===== src/pmas_pkg.sv =====
// Package for the power monitor converter setup block
package pmas_pkg;
	// Register addresses
	localparam logic [5:0]  PMAS_ADDR_SETUP = 6'h01;
	localparam logic [5:0]  PMAS_ADDR_SCALE = 6'h02;
	// Reset values
	localparam logic [15:0] PMAS_SETUP_RST = 16'hFB68;
	localparam logic [14:0] PMAS_SCALE_RST = 15'h1000;
	// Field positions in the setup register
	localparam int PMAS_MODE_LSB = 12;
	localparam int PMAS_BCT_LSB  = 9;
	localparam int PMAS_SCT_LSB  = 6;
	localparam int PMAS_TCT_LSB  = 3;
	localparam int PMAS_AVG_LSB  = 0;
	// Clock rate and conversion times
	localparam int PMAS_CLK_MHZ = 100;
	localparam int PMAS_CT_US0 = 50;
	localparam int PMAS_CT_US1 = 84;
	localparam int PMAS_CT_US2 = 150;
	localparam int PMAS_CT_US3 = 280;
	localparam int PMAS_CT_US4 = 540;
	localparam int PMAS_CT_US5 = 1052;
	localparam int PMAS_CT_US6 = 2074;
	localparam int PMAS_CT_US7 = 4120;
	localparam int PMAS_US_CYC = PMAS_CLK_MHZ;
	// Averaging counts per code
	localparam int PMAS_AVG_N0 = 1;
	localparam int PMAS_AVG_N1 = 4;
	localparam int PMAS_AVG_N2 = 16;
	localparam int PMAS_AVG_N3 = 64;
	localparam int PMAS_AVG_N4 = 128;
	localparam int PMAS_AVG_N5 = 256;
	localparam int PMAS_AVG_N6 = 512;
	localparam int PMAS_AVG_N7 = 1024;
	// Register access request, read or write
	typedef struct packed {
		logic        wr;
		logic        rd;
		logic [5:0]  addr;
		logic [15:0] wdata;
	} pmas_req_s;
	// Channel indices in sequencing order
	typedef enum logic [1:0] {PMAS_CH_BUS, PMAS_CH_SENSE, PMAS_CH_TEMP} pmas_ch_e;
endpackage


===== src/pmas_setup.sv =====
// Converter setup registers and conversion sequencer
`timescale 1ns/1ns
`default_nettype none
module pmas_setup
	import pmas_pkg::*;
(
	input  wire logic        i_core_clk,
	input  wire logic        i_sys_rst,
	input  wire pmas_req_s   i_req,
	output logic      [15:0] o_rdata,
	output logic      [14:0] o_scale,
	output logic             o_busy,
	output logic      [1:0]  o_conv_ch,
	output logic             o_sample_stb,
	output logic             o_publish,
	output logic      [1:0]  o_publish_ch,
	output logic             o_set_done
);
	// Cycles for a conversion time code
	function automatic logic [18:0] ct_cycles(input logic [2:0] code);
		int us;
		unique case (code)
			3'd0: us = PMAS_CT_US0;
			3'd1: us = PMAS_CT_US1;
			3'd2: us = PMAS_CT_US2;
			3'd3: us = PMAS_CT_US3;
			3'd4: us = PMAS_CT_US4;
			3'd5: us = PMAS_CT_US5;
			3'd6: us = PMAS_CT_US6;
			3'd7: us = PMAS_CT_US7;
		endcase
		return 19'(us * PMAS_US_CYC);
	endfunction

	// Sample count for an averaging code
	function automatic logic [10:0] avg_n(input logic [2:0] code);
		int n;
		unique case (code)
			3'd0: n = PMAS_AVG_N0;
			3'd1: n = PMAS_AVG_N1;
			3'd2: n = PMAS_AVG_N2;
			3'd3: n = PMAS_AVG_N3;
			3'd4: n = PMAS_AVG_N4;
			3'd5: n = PMAS_AVG_N5;
			3'd6: n = PMAS_AVG_N6;
			3'd7: n = PMAS_AVG_N7;
		endcase
		return 11'(n);
	endfunction

	typedef enum logic [1:0] {S_IDLE, S_CONV, S_NEXT} pmas_state_e;

	logic [15:0] setup_q;
	logic [14:0] scale_q;
	pmas_state_e state_q;
	logic [1:0]  ch_q;
	logic [18:0] tick_q;
	logic [10:0] samp_q;
	logic        arm_q;
	logic        pub_q;
	logic        done_q;
	logic [1:0]  pch_q;

	// Field decode
	wire logic [3:0] mode_w  = setup_q[PMAS_MODE_LSB +: 4];
	wire logic [2:0] en_w    = mode_w[2:0];
	wire logic       cont_w  = mode_w[3];
	wire logic       shut_w  = (en_w == 3'd0);
	wire logic [2:0] avg_w   = setup_q[PMAS_AVG_LSB +: 3];
	wire logic [2:0] ctc_w   = (ch_q == 2'(PMAS_CH_BUS))   ? setup_q[PMAS_BCT_LSB +: 3] :
	                           (ch_q == 2'(PMAS_CH_SENSE)) ? setup_q[PMAS_SCT_LSB +: 3] :
	                                                         setup_q[PMAS_TCT_LSB +: 3];
	wire logic [18:0] ct_w   = ct_cycles(ctc_w);
	wire logic [10:0] navg_w = avg_n(avg_w);
	wire logic       tick_end_w = (tick_q == ct_w - 19'd1);
	wire logic       run_end_w  = tick_end_w && (samp_q == navg_w - 11'd1);
	wire logic       wr_setup_w = i_req.wr && (i_req.addr == PMAS_ADDR_SETUP);
	wire logic       wr_scale_w = i_req.wr && (i_req.addr == PMAS_ADDR_SCALE);

	// First enabled channel at or after a given index, fixed order
	function automatic logic [2:0] next_ch(input logic [2:0] en, input logic [1:0] from);
		logic [2:0] r;
		r = 3'b100;
		for (int i = 2; i >= 0; i--)
		begin
			if (en[i] && (2'(i) >= from))
				r = {1'b0, 2'(i)};
		end
		return r;
	endfunction

	wire logic [2:0] first_w = next_ch(en_w, 2'd0);
	wire logic [2:0] after_w = (ch_q == 2'd2) ? 3'b100 : next_ch(en_w, ch_q + 2'd1);

	// Register writes; a setup write also arms a single shot
	always_ff @(posedge i_core_clk)
	begin
		if (i_sys_rst)
		begin
			setup_q <= PMAS_SETUP_RST;
			scale_q <= PMAS_SCALE_RST;
		end
		else
		begin
			if (wr_setup_w)
				setup_q <= i_req.wdata;
			if (wr_scale_w)
				scale_q <= i_req.wdata[14:0];
		end
	end

	// Sequencer; a setup write restarts from idle so new fields take effect cleanly
	always_ff @(posedge i_core_clk)
	begin
		if (i_sys_rst)
		begin
			state_q <= S_IDLE;
			ch_q    <= 2'd0;
			tick_q  <= 19'd0;
			samp_q  <= 11'd0;
			arm_q   <= 1'b0;
			pub_q   <= 1'b0;
			done_q  <= 1'b0;
			pch_q   <= 2'd0;
		end
		else
		begin
			pub_q  <= 1'b0;
			done_q <= 1'b0;
			if (wr_setup_w)
			begin
				state_q <= S_IDLE;
				arm_q   <= 1'b1;
			end
			else
			begin
				unique case (state_q)
					S_IDLE:
					begin
						if (!shut_w && (cont_w || arm_q))
						begin
							arm_q   <= 1'b0;
							ch_q    <= first_w[1:0];
							tick_q  <= 19'd0;
							samp_q  <= 11'd0;
							state_q <= S_CONV;
						end
					end
					S_CONV:
					begin
						tick_q <= tick_end_w ? 19'd0 : tick_q + 19'd1;
						if (tick_end_w)
							samp_q <= samp_q + 11'd1;
						if (run_end_w)
						begin
							pub_q   <= 1'b1;
							pch_q   <= ch_q;
							state_q <= S_NEXT;
						end
					end
					S_NEXT:
					begin
						samp_q <= 11'd0;
						if (after_w[2])
						begin
							done_q  <= 1'b1;
							state_q <= S_IDLE;
						end
						else
						begin
							ch_q    <= after_w[1:0];
							state_q <= S_CONV;
						end
					end
				endcase
			end
		end
	end

	// Read data; scale bit 15 reads zero, unmapped reads zero
	always_ff @(posedge i_core_clk)
	begin
		if (i_sys_rst)
			o_rdata <= 16'h0000;
		else if (i_req.rd)
			o_rdata <= (i_req.addr == PMAS_ADDR_SETUP) ? setup_q :
			           (i_req.addr == PMAS_ADDR_SCALE) ? {1'b0, scale_q} : 16'h0000;
	end

	// Outputs; scale drives the current math and its weight
	assign o_scale      = scale_q;
	assign o_busy       = (state_q != S_IDLE);
	assign o_conv_ch    = ch_q;
	assign o_sample_stb = (state_q == S_CONV) && tick_end_w;
	assign o_publish    = pub_q;
	assign o_publish_ch = pch_q;
	assign o_set_done   = done_q;

	// Checks
	property p_shut_idle;
		@(posedge i_core_clk) disable iff (i_sys_rst)
		(shut_w && state_q == S_IDLE && !wr_setup_w) |=> (state_q == S_IDLE);
	endproperty
	a_shut_idle: assert property (p_shut_idle) else $error("conversion in shutdown");

	property p_single_stop;
		@(posedge i_core_clk) disable iff (i_sys_rst)
		(o_set_done && !cont_w && !arm_q && !wr_setup_w) |=> (state_q == S_IDLE);
	endproperty
	a_single_stop: assert property (p_single_stop) else $error("single shot did not stop");

	property p_cont_restart;
		@(posedge i_core_clk) disable iff (i_sys_rst)
		(o_set_done && cont_w && !shut_w && !wr_setup_w) |=> (state_q == S_CONV);
	endproperty
	a_cont_restart: assert property (p_cont_restart) else $error("continuous did not restart");

	property p_reset_val;
		@(posedge i_core_clk) $fell(i_sys_rst) |-> (setup_q == 16'hFB68 && scale_q == 15'h1000);
	endproperty
	a_reset_val: assert property (p_reset_val) else $error("bad reset values");

	property p_ch_enabled;
		@(posedge i_core_clk) disable iff (i_sys_rst)
		(state_q == S_CONV) |-> en_w[ch_q];
	endproperty
	a_ch_enabled: assert property (p_ch_enabled) else $error("disabled channel converted");

	property p_pub_run;
		@(posedge i_core_clk) disable iff (i_sys_rst)
		o_publish |-> ($past(samp_q) == navg_w - 11'd1);
	endproperty
	a_pub_run: assert property (p_pub_run) else $error("publish before averaging done");

	property p_ct_bus;
		@(posedge i_core_clk) disable iff (i_sys_rst)
		(setup_q[11:9] == 3'd0 && ch_q == 2'd0) |-> (ct_w == 19'd5000);
	endproperty
	a_ct_bus: assert property (p_ct_bus) else $error("bus time wrong");

	property p_rsv_zero;
		@(posedge i_core_clk) disable iff (i_sys_rst)
		(i_req.rd && i_req.addr == PMAS_ADDR_SCALE) |=> (o_rdata[15] == 1'b0 && o_rdata[14:0] == $past(scale_q));
	endproperty
	a_rsv_zero: assert property (p_rsv_zero) else $error("scale readback wrong");

	property p_avg_map;
		@(posedge i_core_clk) disable iff (i_sys_rst)
		(avg_w == 3'd7) |-> (navg_w == 11'd1024);
	endproperty
	a_avg_map: assert property (p_avg_map) else $error("average count wrong");

	c_done: cover property (@(posedge i_core_clk) o_set_done);
	c_pub_temp: cover property (@(posedge i_core_clk) o_publish && o_publish_ch == 2'd2);
	c_write: cover property (@(posedge i_core_clk) wr_setup_w ##1 o_busy);
endmodule
`default_nettype wire


===== config.mk =====
export PLATFORM = sky130hd
export DESIGN_NAME = pmas_setup
export DESIGN_NICKNAME = d
export VERILOG_FILES = /design/src/pmas_pkg.sv /design/src/pmas_setup.sv
export SDC_FILE = /design/constraint.sdc
export NUM_CORES = 1
export LEC_CHECK = 0
export BUFFER_PORTS_ARGS = -buffer_cell sky130_fd_sc_hd__buf_2
export CAP_MARGIN = 20
export CORE_ASPECT_RATIO = 0.8
export CORE_MARGIN = 3
export CORE_UTILIZATION = 30
export DETAILED_ROUTE_END_ITERATION = 8
export SYNTH_ARGS = -nofsm -noshare
export SYNTH_HDL_FRONTEND = slang
export SYNTH_SLANG_ARGS = --single-unit

===== constraint.sdc =====
create_clock -name i_core_clk -period 15 [get_ports i_core_clk]
set_input_delay 3 -clock i_core_clk [delete_from_list [all_inputs] [get_ports i_core_clk]]
set_output_delay 3 -clock i_core_clk [all_outputs]
set_load 0.02 [all_outputs]

# [Word level (Yosys, flattened, before mapping)]
# Memory sizes are Yosys's and may differ from the RTL's. A register that Yosys moved wholly into a read port is not among the register bits.
# Cells that the tools add are included.
[word_totals] out_inout_bits=39 regBits=86 n_memories=2 rom_bits=152 inputBits=26
[mem_list] name="(no name shown)" words=8 word_bits=11 rd=1 rd_clocked_by_memory_dff=0 write_ports=0 line_no="pmas_setup.sv:22" text="unique case (code)"
[mem_list] name="(no name shown)" words=8 word_bits=8 rd=1 rd_clocked_by_memory_dff=1 write_ports=0 line_no="pmas_setup.sv:38" text="unique case (code)"
[classes] muxes=31 reduce_logical=27 add_sub_neg=5 bitwise_logic=3 order_cmp=3 n_mul=1 n_eq_ne=12
[ops] cell="$mux W19" n=2
[ops] cell="$pmux W19 S2" n=1
[ops] cell="$pmux W11 S3" n=1
[ops] cell="$mul A32 B6 Y17 const B" n=1
[ops] cell="$mux W3" n=8
[ops] cell="$mux W11" n=2
[ops] cell="$add A19 B1 Y19 const B" n=1
[ops] cell="$eq A19 B19 Y1" n=1
[ops] cell="$sub A19 B1 Y19 const B" n=1
[ops] cell="$mux W16" n=1
[ops] cell="$mux W15" n=1
[ops] cell="$mux W2" n=7
[ops] cell="$add A11 B1 Y11 const B" n=1
[ops] cell="$eq A11 B11 Y1" n=1
[ops] cell="$sub A11 B1 Y11 const B" n=1
[ops] cell="$reduce_bool A2 Y1" n=5
[ops] cell="$reduce_and A3 Y1" n=3
[ops] cell="$logic_and A1 B1 Y1" n=8
[ops] cell="$ne A2 B2 Y1 const B" n=4
[ops] cell="$eq A6 B1 Y1 const B" n=1
[ops] cell="$eq A6 B2 Y1 const B" n=1
[ops] cell="$mux W1" n=6
[ops] cell="$pmux W2 S3" n=1
[ops] cell="$reduce_or A3 Y1" n=2
[ops] cell="14 further kinds" n=21

# [Depth between registers and ports, before layout]
# Gate-level depths: netlist (run 1).
# An unclocked memory read counts as a cell.
[depth] ltp_word=10 ltp_mapped=24 ltp_nobuf=21

# [Worst setup path before layout (run 1)]
# No wires, ideal clock.
[synth_path] kind="reg-to-output" from="register ch_q[0], in the netlist o_conv_ch[0]" to="output o_sample_stb" n_path_buf=2 arrival_ns=4.977 slack_ns=7.023 stages_incl_launch_ff=23 path_cell_list="dfxtp_1 inv_1 ha_1 buf_2 nand2_1 o21a_1 buf_2 inv_2 ha_1 and2_1 ha_1 inv_1 fa_1 inv_1 ha_1 ha_1 and4_1 and2_0 o21ai_0 o2111ai_1 nor4_1 nand3_1 nor4_2"
[synth_between] elab_chain_cells=8
[synth_lines] item="start: declaration" line_no="pmas_setup.sv:56" text="logic [1:0] ch_q;"
[synth_lines] item="start signal: assignment" line_no="pmas_setup.sv:143" text="ch_q <= first_w[1:0];"
[synth_lines] item="start signal: assignment" line_no="pmas_setup.sv:171" text="ch_q <= after_w[1:0];"
[synth_lines] item="$eq A2 B1 Y1" line_no="pmas_setup.sv:71" text="(ch_q == 2'(PMAS_CH_SENSE)) ? setup_q[PMAS_SCT_LSB +: 3] :"
[synth_lines] item="$mux W3" line_no="pmas_setup.sv:71"
[synth_lines] item="$mux W3 (*)" line_no="pmas_setup.sv:70" text="wire logic [2:0] ctc_w = (ch_q == 2'(PMAS_CH_BUS)) ? setup_q[PMAS_BCT_LSB +: 3] :"
[synth_lines] item="$mem_v2 Z8 W11 (*)"
[synth_lines] item="$mul A32 B6 Y17 (*)" line_no="pmas_setup.sv:32" text="return 19'(us * PMAS_US_CYC);"
[synth_lines] item="$sub A19 B1 Y19 (*)" line_no="pmas_setup.sv:75" text="wire logic tick_end_w = (tick_q == ct_w - 19'd1);"
[synth_lines] item="$eq A19 B19 Y1 (*)" line_no="pmas_setup.sv:75"
[synth_lines] item="$logic_and A1 B1 Y1 (*)" line_no="pmas_setup.sv:194" text="assign o_sample_stb = (state_q == S_CONV) && tick_end_w;"
[synth_lines] item="end: declaration" line_no="pmas_setup.sv:14" text="output logic o_sample_stb,"
# Mark *: on every way between the ends. The rest lies on a longest branch, timed or not.

# [Worst setup path after layout (run 1)]
[layout_path] from="register ch_q[1], in the netlist o_conv_ch[1]" to="output o_sample_stb"
# The elaborated chain is that of the path after synthesis.

==> reports/metrics.yaml, run 1 <==
status: "finished clean"
final_cells: 1050
synth_edf_count: 0
core_um2: 19200
synth_fp_nets: 812
cts_buffers: 9
setup_viol: 0
diodes: 0
cts_tree: "done"
p_leak_nw: 2.71
dp.cells: 1033
drive_above_1_share_pct: 13.5
die-area_um2: 21600
tightest_slew_ns: 0.930
ant_nets: 0
vias: 5352
min-delay-start: "o_publish_ch[0]"
syn_avg_cell_area_um2: 8.02
crit_fanout: 15
fin_area_um2: 6790
slew_headroom_pct: 38.0
grt_pass1_vias: 5097
post-cts-setup-buffers: 0
slowest_stage: "o21ai_1"
portBuffers: 64
required_ns: 12.00
ir_worst_vdd_v: 0.0000502
fin_setup_tns_ns: 0
start_util_pct: 31.0
clockRootBuffer: "clkbuf_16"
final_util_pct: 35.3
start_kind: "flop"
die_w_um: 163
critical-path-top-delay-family: "simple AND/OR/NAND/NOR gates"
clk_pin_slew_ns: 0.07
mostFrequentLayoutCell: "nand2_1"
layout_min_cycle_time_ns: 9.15
path_cells: "inv_1 -> ha_1 -> mux2_4 -> o21ai_1 -> nand2_1 -> inv_1 -> ha_1 -> inv_1 -> fa_1 -> inv_1 -> ha_1 -> ha_1 -> and4_1 -> and2_0 -> o21ai_0 -> o2111ai_1 -> nor4_1 -> nand3_1 -> nor4_2 -> buf_2"
most-common-layout-cells: "114 x nand2_1, 94 x dfxtp_1, 64 x buf_2"
async_flop_share_pct: 0
powerDensity_nw_per_um2: 75.8
drc: 0
n_fill_cell: 2050
seq_area_um2: 1880
die_h_um: 132
clock_sinks: 94
multi_input_area_um2: 3790
grt_pass1_wl_um: 26000
ys_seq_elements: 94
std_cell_rows: 45
rr_startpoint: "o_conv_ch[1]"
cts_resized: 0
period_share_pct: 61.0
power_uw: 515
dp_hpwl_um: 11600
crit_start: "o_conv_ch[1]"
crit_buf_inv: 5
nNetsFinal: 857
synth_flop_cell: "dfxtp_1"
clk_path_buf_depth: 2
post_drt_via_cell_ratio: 5.10
grt_max_degree: 66
syn_to_final_growth_pct: 14.0
wire_per_inst_um: 14.7
cap_violations: 0
skew_ns: 0.00699
htree_num_levels: 3
ys_types: 72
hold_violations: 0
rsz0062_at_grt: "false"
end_kind: "primary output"
critPathKind: "flop to primary output"
antenna_found_initial: 0
synth_warnings: 0
routed_wl_um: 15400
gp_congestion: 0.879
synthCells: 742
maxSlewViolCount: 0
drt_iter0_drc: 384
crit_arrival_ns: 6.15
drtPass1Iterations: 4
synth-seq-area-share_pct: 31.6
grt-ovfl-total: 0
place_area_um2: 6490
max_stage_delay_ns: 0.72
clk_latency_ns: 0.35
cts_hold_buffers: 0
pin_count: 65
track_usage_pct: 14.5
synthesis.area_um2: 5950
hold_path_class: "flop to flop"
fmax_ghz: 0.109
sequential cells by signal, indices dropped and copies added, names as in the netlist:
name          count
arm_q             1
navg_w            8
o_conv_ch         2
o_publish         1
o_publish_ch      2
o_rdata          16
o_scale          15
o_set_done        1
samp_q           11
setup_q          16
state_q           2
tick_q           19
Yosys cell counts (all sizes together) (18+ instances only):
master / number / area share (%)
nand2: 114 / 7.2
dfxtp: 94 / 32
nor2: 46 / 2.9
ha: 41 / 8.6
a21oi: 39 / 3.3
nand3: 38 / 3.2
a211oi: 36 / 4.5
inv: 34 / 2.2
clkbuf: 28 / 1.8
o21ai: 25 / 2.1
xor2: 21 / 3.1
nand2b: 19 / 2.0
xnor2: 19 / 3.1
nor3: 18 / 1.6
worst paths after layout:
kind / end / slack, ns / cells past startpoint
hold reg to reg: o_publish_ch[0] / 0.47 / 2
hold / removal: o_publish_ch[0] / 0.47 / 2
setup / recovery: o_sample_stb / 5.85 / 20
setup reg to reg: tick_q[15] / 8.82 / 21
power by group:
part | switching (mW) | total (mW) | internal, mW
Clock | 0.104 | 0.222 | 0.118
Sequential | 0.00196 | 0.254 | 0.252
Combinational | 0.0252 | 0.0383 | 0.0131
layer usage:
layer	part of all wire (%)	vias up	track usage [%]
li1	-	2757	-
met1	51	2484	21.1
met2	42	102	21.5
met3	5.5	9	4.11
met4	0.76	0	2.72
met5	0	-	0
cell families (layout without fill, tap and decap cells):
kind of cell,count (synthesis),in the layout,synth area share (%)
DFF,94,94,31.6
adders and majority gates,44,44,9.63
AOI/OAI and AO/OA,162,162,18.6
buffers and inverters,71,121,4.79
xor gates and xnor gates,40,40,6.20
muxes,16,16,2.98
other,1,1,0.0630
and+or+nand+nor,314,314,26.1
metrics by stage:
step | setup WS [ns] | hold WS [ns]
after floorplan | 7.02 | 0.448
after detailed placement | 6.32 | 0.461
final | 5.85 | 0.472
after global placement | 6.54 | 0.445
after global routing | 5.44 | 0.495
after CTS | 5.92 | 0.473
layout make-up:
class | instances | area share [%]
clock inverters | 6 | 0.664
multi-input cells | 577 | 55.9
flip-flops and latches | 94 | 27.7
repair buffers | 71 | 5.55
clock buffers | 10 | 3.52
well taps | 258 | 4.76
inverters | 34 | 1.92
worst min-delay path: cells and delay by family, from the launching register on:
family	cells	cell delay (ns)
flip-flops	1	0.32
multiplexers	1	0.06
AND/OR/NAND/NOR	1	0.05
Note: power is estimated with default switching activity, not from simulation.
==> inputs of run 2 (changes only) <==
Clock period 15 ns to 8 ns, I/O delays scaled along.
==> run 2 against run 1 <==
Routed wire length about the same. Global-route usage decreased by 0.13 points. Core utilization increased by 0.26 points. Sequential cell count did not move. Combinational power is 89% higher. Clock skew grew 0.0042 ns. First-iteration DRC count up 17%. Register-to-register slack got worse by 6.9 ns.
==> reports/metrics.yaml, run 2 (synthesis results as in run 1) <==
status: "finished clean"
whs_path_depth: 2  # unchanged
syn_to_final_growth_pct: 14.8
drt_iter0_drc: 451  # +17%
rr_worst_depth: 21  # unchanged
regMostFlops: "tick_q"
fin_area_um2: 6840  # +0.74%
diodes: 0  # unchanged
cts_tree: "done"
core_um2: 19200  # unchanged
routed-wl-met2_um: 6490  # -1.1%
grt_max_degree: 66  # unchanged
htree_num_levels: 3  # unchanged
top_layer: "met4"
antenna_found_initial: 0  # unchanged
m1WireLength_um: 7860  # -0.69%
die_h_um: 132  # unchanged
rsz0062_at_grt: "false"
setup_viol: 0  # unchanged
ir_worst_vdd_v: 0.000156  # +210%
clockRootBuffer: "clkbuf_16"
slew_headroom_pct: 38.6  # +0.67 points
cts_resized: 0  # unchanged
mostFrequentLayoutCell: "nand2_1"
gp_congestion: 0.865  # -1.6%
crit_arrival_ns: 5.91  # -0.24 ns
clk_path_buf_depth: 2  # unchanged
largest_reg_flops: 19  # unchanged
drc: 0  # unchanged
nNetsFinal: 858  # +0.12%
clk_pin_slew_ns: 0.07  # about the same
crit_fanout: 10  # -5
critPathKind: "flop to primary output"
std_cell_rows: 45  # unchanged
ant_nets: 0  # unchanged
cts_hold_buffers: 0  # unchanged
p_leak_nw: 2.74  # +1.0%
top_regs: "tick_q: 19 flops, o_rdata: 16 flops, setup_q: 16 flops"
wire_per_inst_um: 14.7  # -0.19%
routed_wl_um: 15400  # about the same
fmax_ghz: 0.133
pin_count: 65  # unchanged
drive_above_1_share_pct: 13.6  # +0.11 points
track_usage_pct: 14.4  # -0.13 points
place_area_um2: 6500  # +0.12%
drtPass1Iterations: 5  # +1
clk_latency_ns: 0.36  # about the same
powerDensity_nw_per_um2: 148  # +95%
required_ns: 6.40  # -5.60 ns
end_kind: "primary output"
hold_violations: 0  # unchanged
die_w_um: 163  # unchanged
dp_hpwl_um: 11600  # about the same
start_util_pct: 31.0  # unchanged
fin_setup_tns_ns: 0  # unchanged
vias: 5455  # +1.9%
post_drt_via_cell_ratio: 5.19  # +1.8%
start_kind: "flop"
grt_pass1_wl_um: 25700  # -1.0%
maxSlewViolCount: 0  # unchanged
power_mw: 1.01  # +96%
clock_sinks: 94  # unchanged
skew_ns: 0.0112  # +0.00419 ns
die-area_um2: 21600  # unchanged
tightest_slew_ns: 0.920  # -0.0101 ns
portBuffers: 64  # unchanged
grt-ovfl-total: 0  # unchanged
post-cts-setup-buffers: 0  # unchanged
route.met3.wl_um: 906  # +6.1%
min-delay-start: "o_publish_ch[1]"
grt_pass1_vias: 5054  # -0.84%
layout_min_cycle_time_ns: 7.51
hold_path_class: "flop to flop"
cts_buffers: 9  # unchanged
crit_start: "o_conv_ch[1]"
period_share_pct: 93.9
cap_violations: 0  # unchanged
rr_startpoint: "o_conv_ch[1]"
most-common-layout-cells: "114 x nand2_1, 94 x dfxtp_1, 64 x buf_2"
[run 2: final timing paths]
check	slack (ns)	endpoint
worst max register to register	1.93	o_publish_ch[0]
worst max-delay path	0.49	o_sample_stb
worst min register to register	0.46	o_publish_ch[1]
worst min-delay path	0.46	o_publish_ch[1]
[run 2: per-layer routing]
layer | global-route usage [%] | up-vias
met3 | 4.49 | 15
met5 | 0 | -
met4 | 3.15 | 0
met2 | 20.8 | 127
li1 | - | 2762
met1 | 20.9 | 2551
[run 2: final cells by class]
type                            count  area, µm²
Timing Repair Buffer               72        384
Sequential cell                    94       1880
Multi-Input combinational cell    577       3800
Fill cell                        1991      12400
Clock buffer                        9        225
Clock inverter                      7       92.6
Inverter                           34        130
Tap cell                          258        323
[run 2: critical path, cell delays in order, from the launching register on]
cell and delay [ns]:
dfxtp_1 0.45, inv_1 0.10, ha_1 0.26, mux2i_1 0.17
o21a_1 0.38, inv_2 0.17, ha_1 0.33, and2_1 0.19
ha_1 0.27, inv_1 0.05, fa_1 0.53, inv_1 0.05
ha_1 0.28, ha_1 0.33, and4_1 0.25, and2_0 0.16
o21ai_0 0.22, o2111ai_1 0.19, nor4_1 0.31, nand3_1 0.25
nor4_4 0.38, buf_2 0.23
[run 2: report_power, final]
part / leakage [nW] / internal [mW] / switching, mW
sequential: 0.761 / 0.473 / 0.00379
clock: 0.155 / 0.251 / 0.209
combinational: 1.82 / 0.0246 / 0.0477
[run 2: metrics by stage]
| step | util [%] | std cells | setup slack [ns] | hold WS [ns] |
|---|---|---|---|---|
| final | 35.6 | 1051 | 0.486 | 0.458 |
| after global routing | 35.6 | 1051 | 0.0697 | 0.471 |
| after CTS | 35.5 | 1050 | 0.455 | 0.460 |
| after detailed placement | 33.8 | 1034 | 0.858 | 0.448 |
| after global placement | 33.8 | 1034 | 1.01 | 0.447 |
| after floorplan | - | 742 | 1.42 | 0.448 |
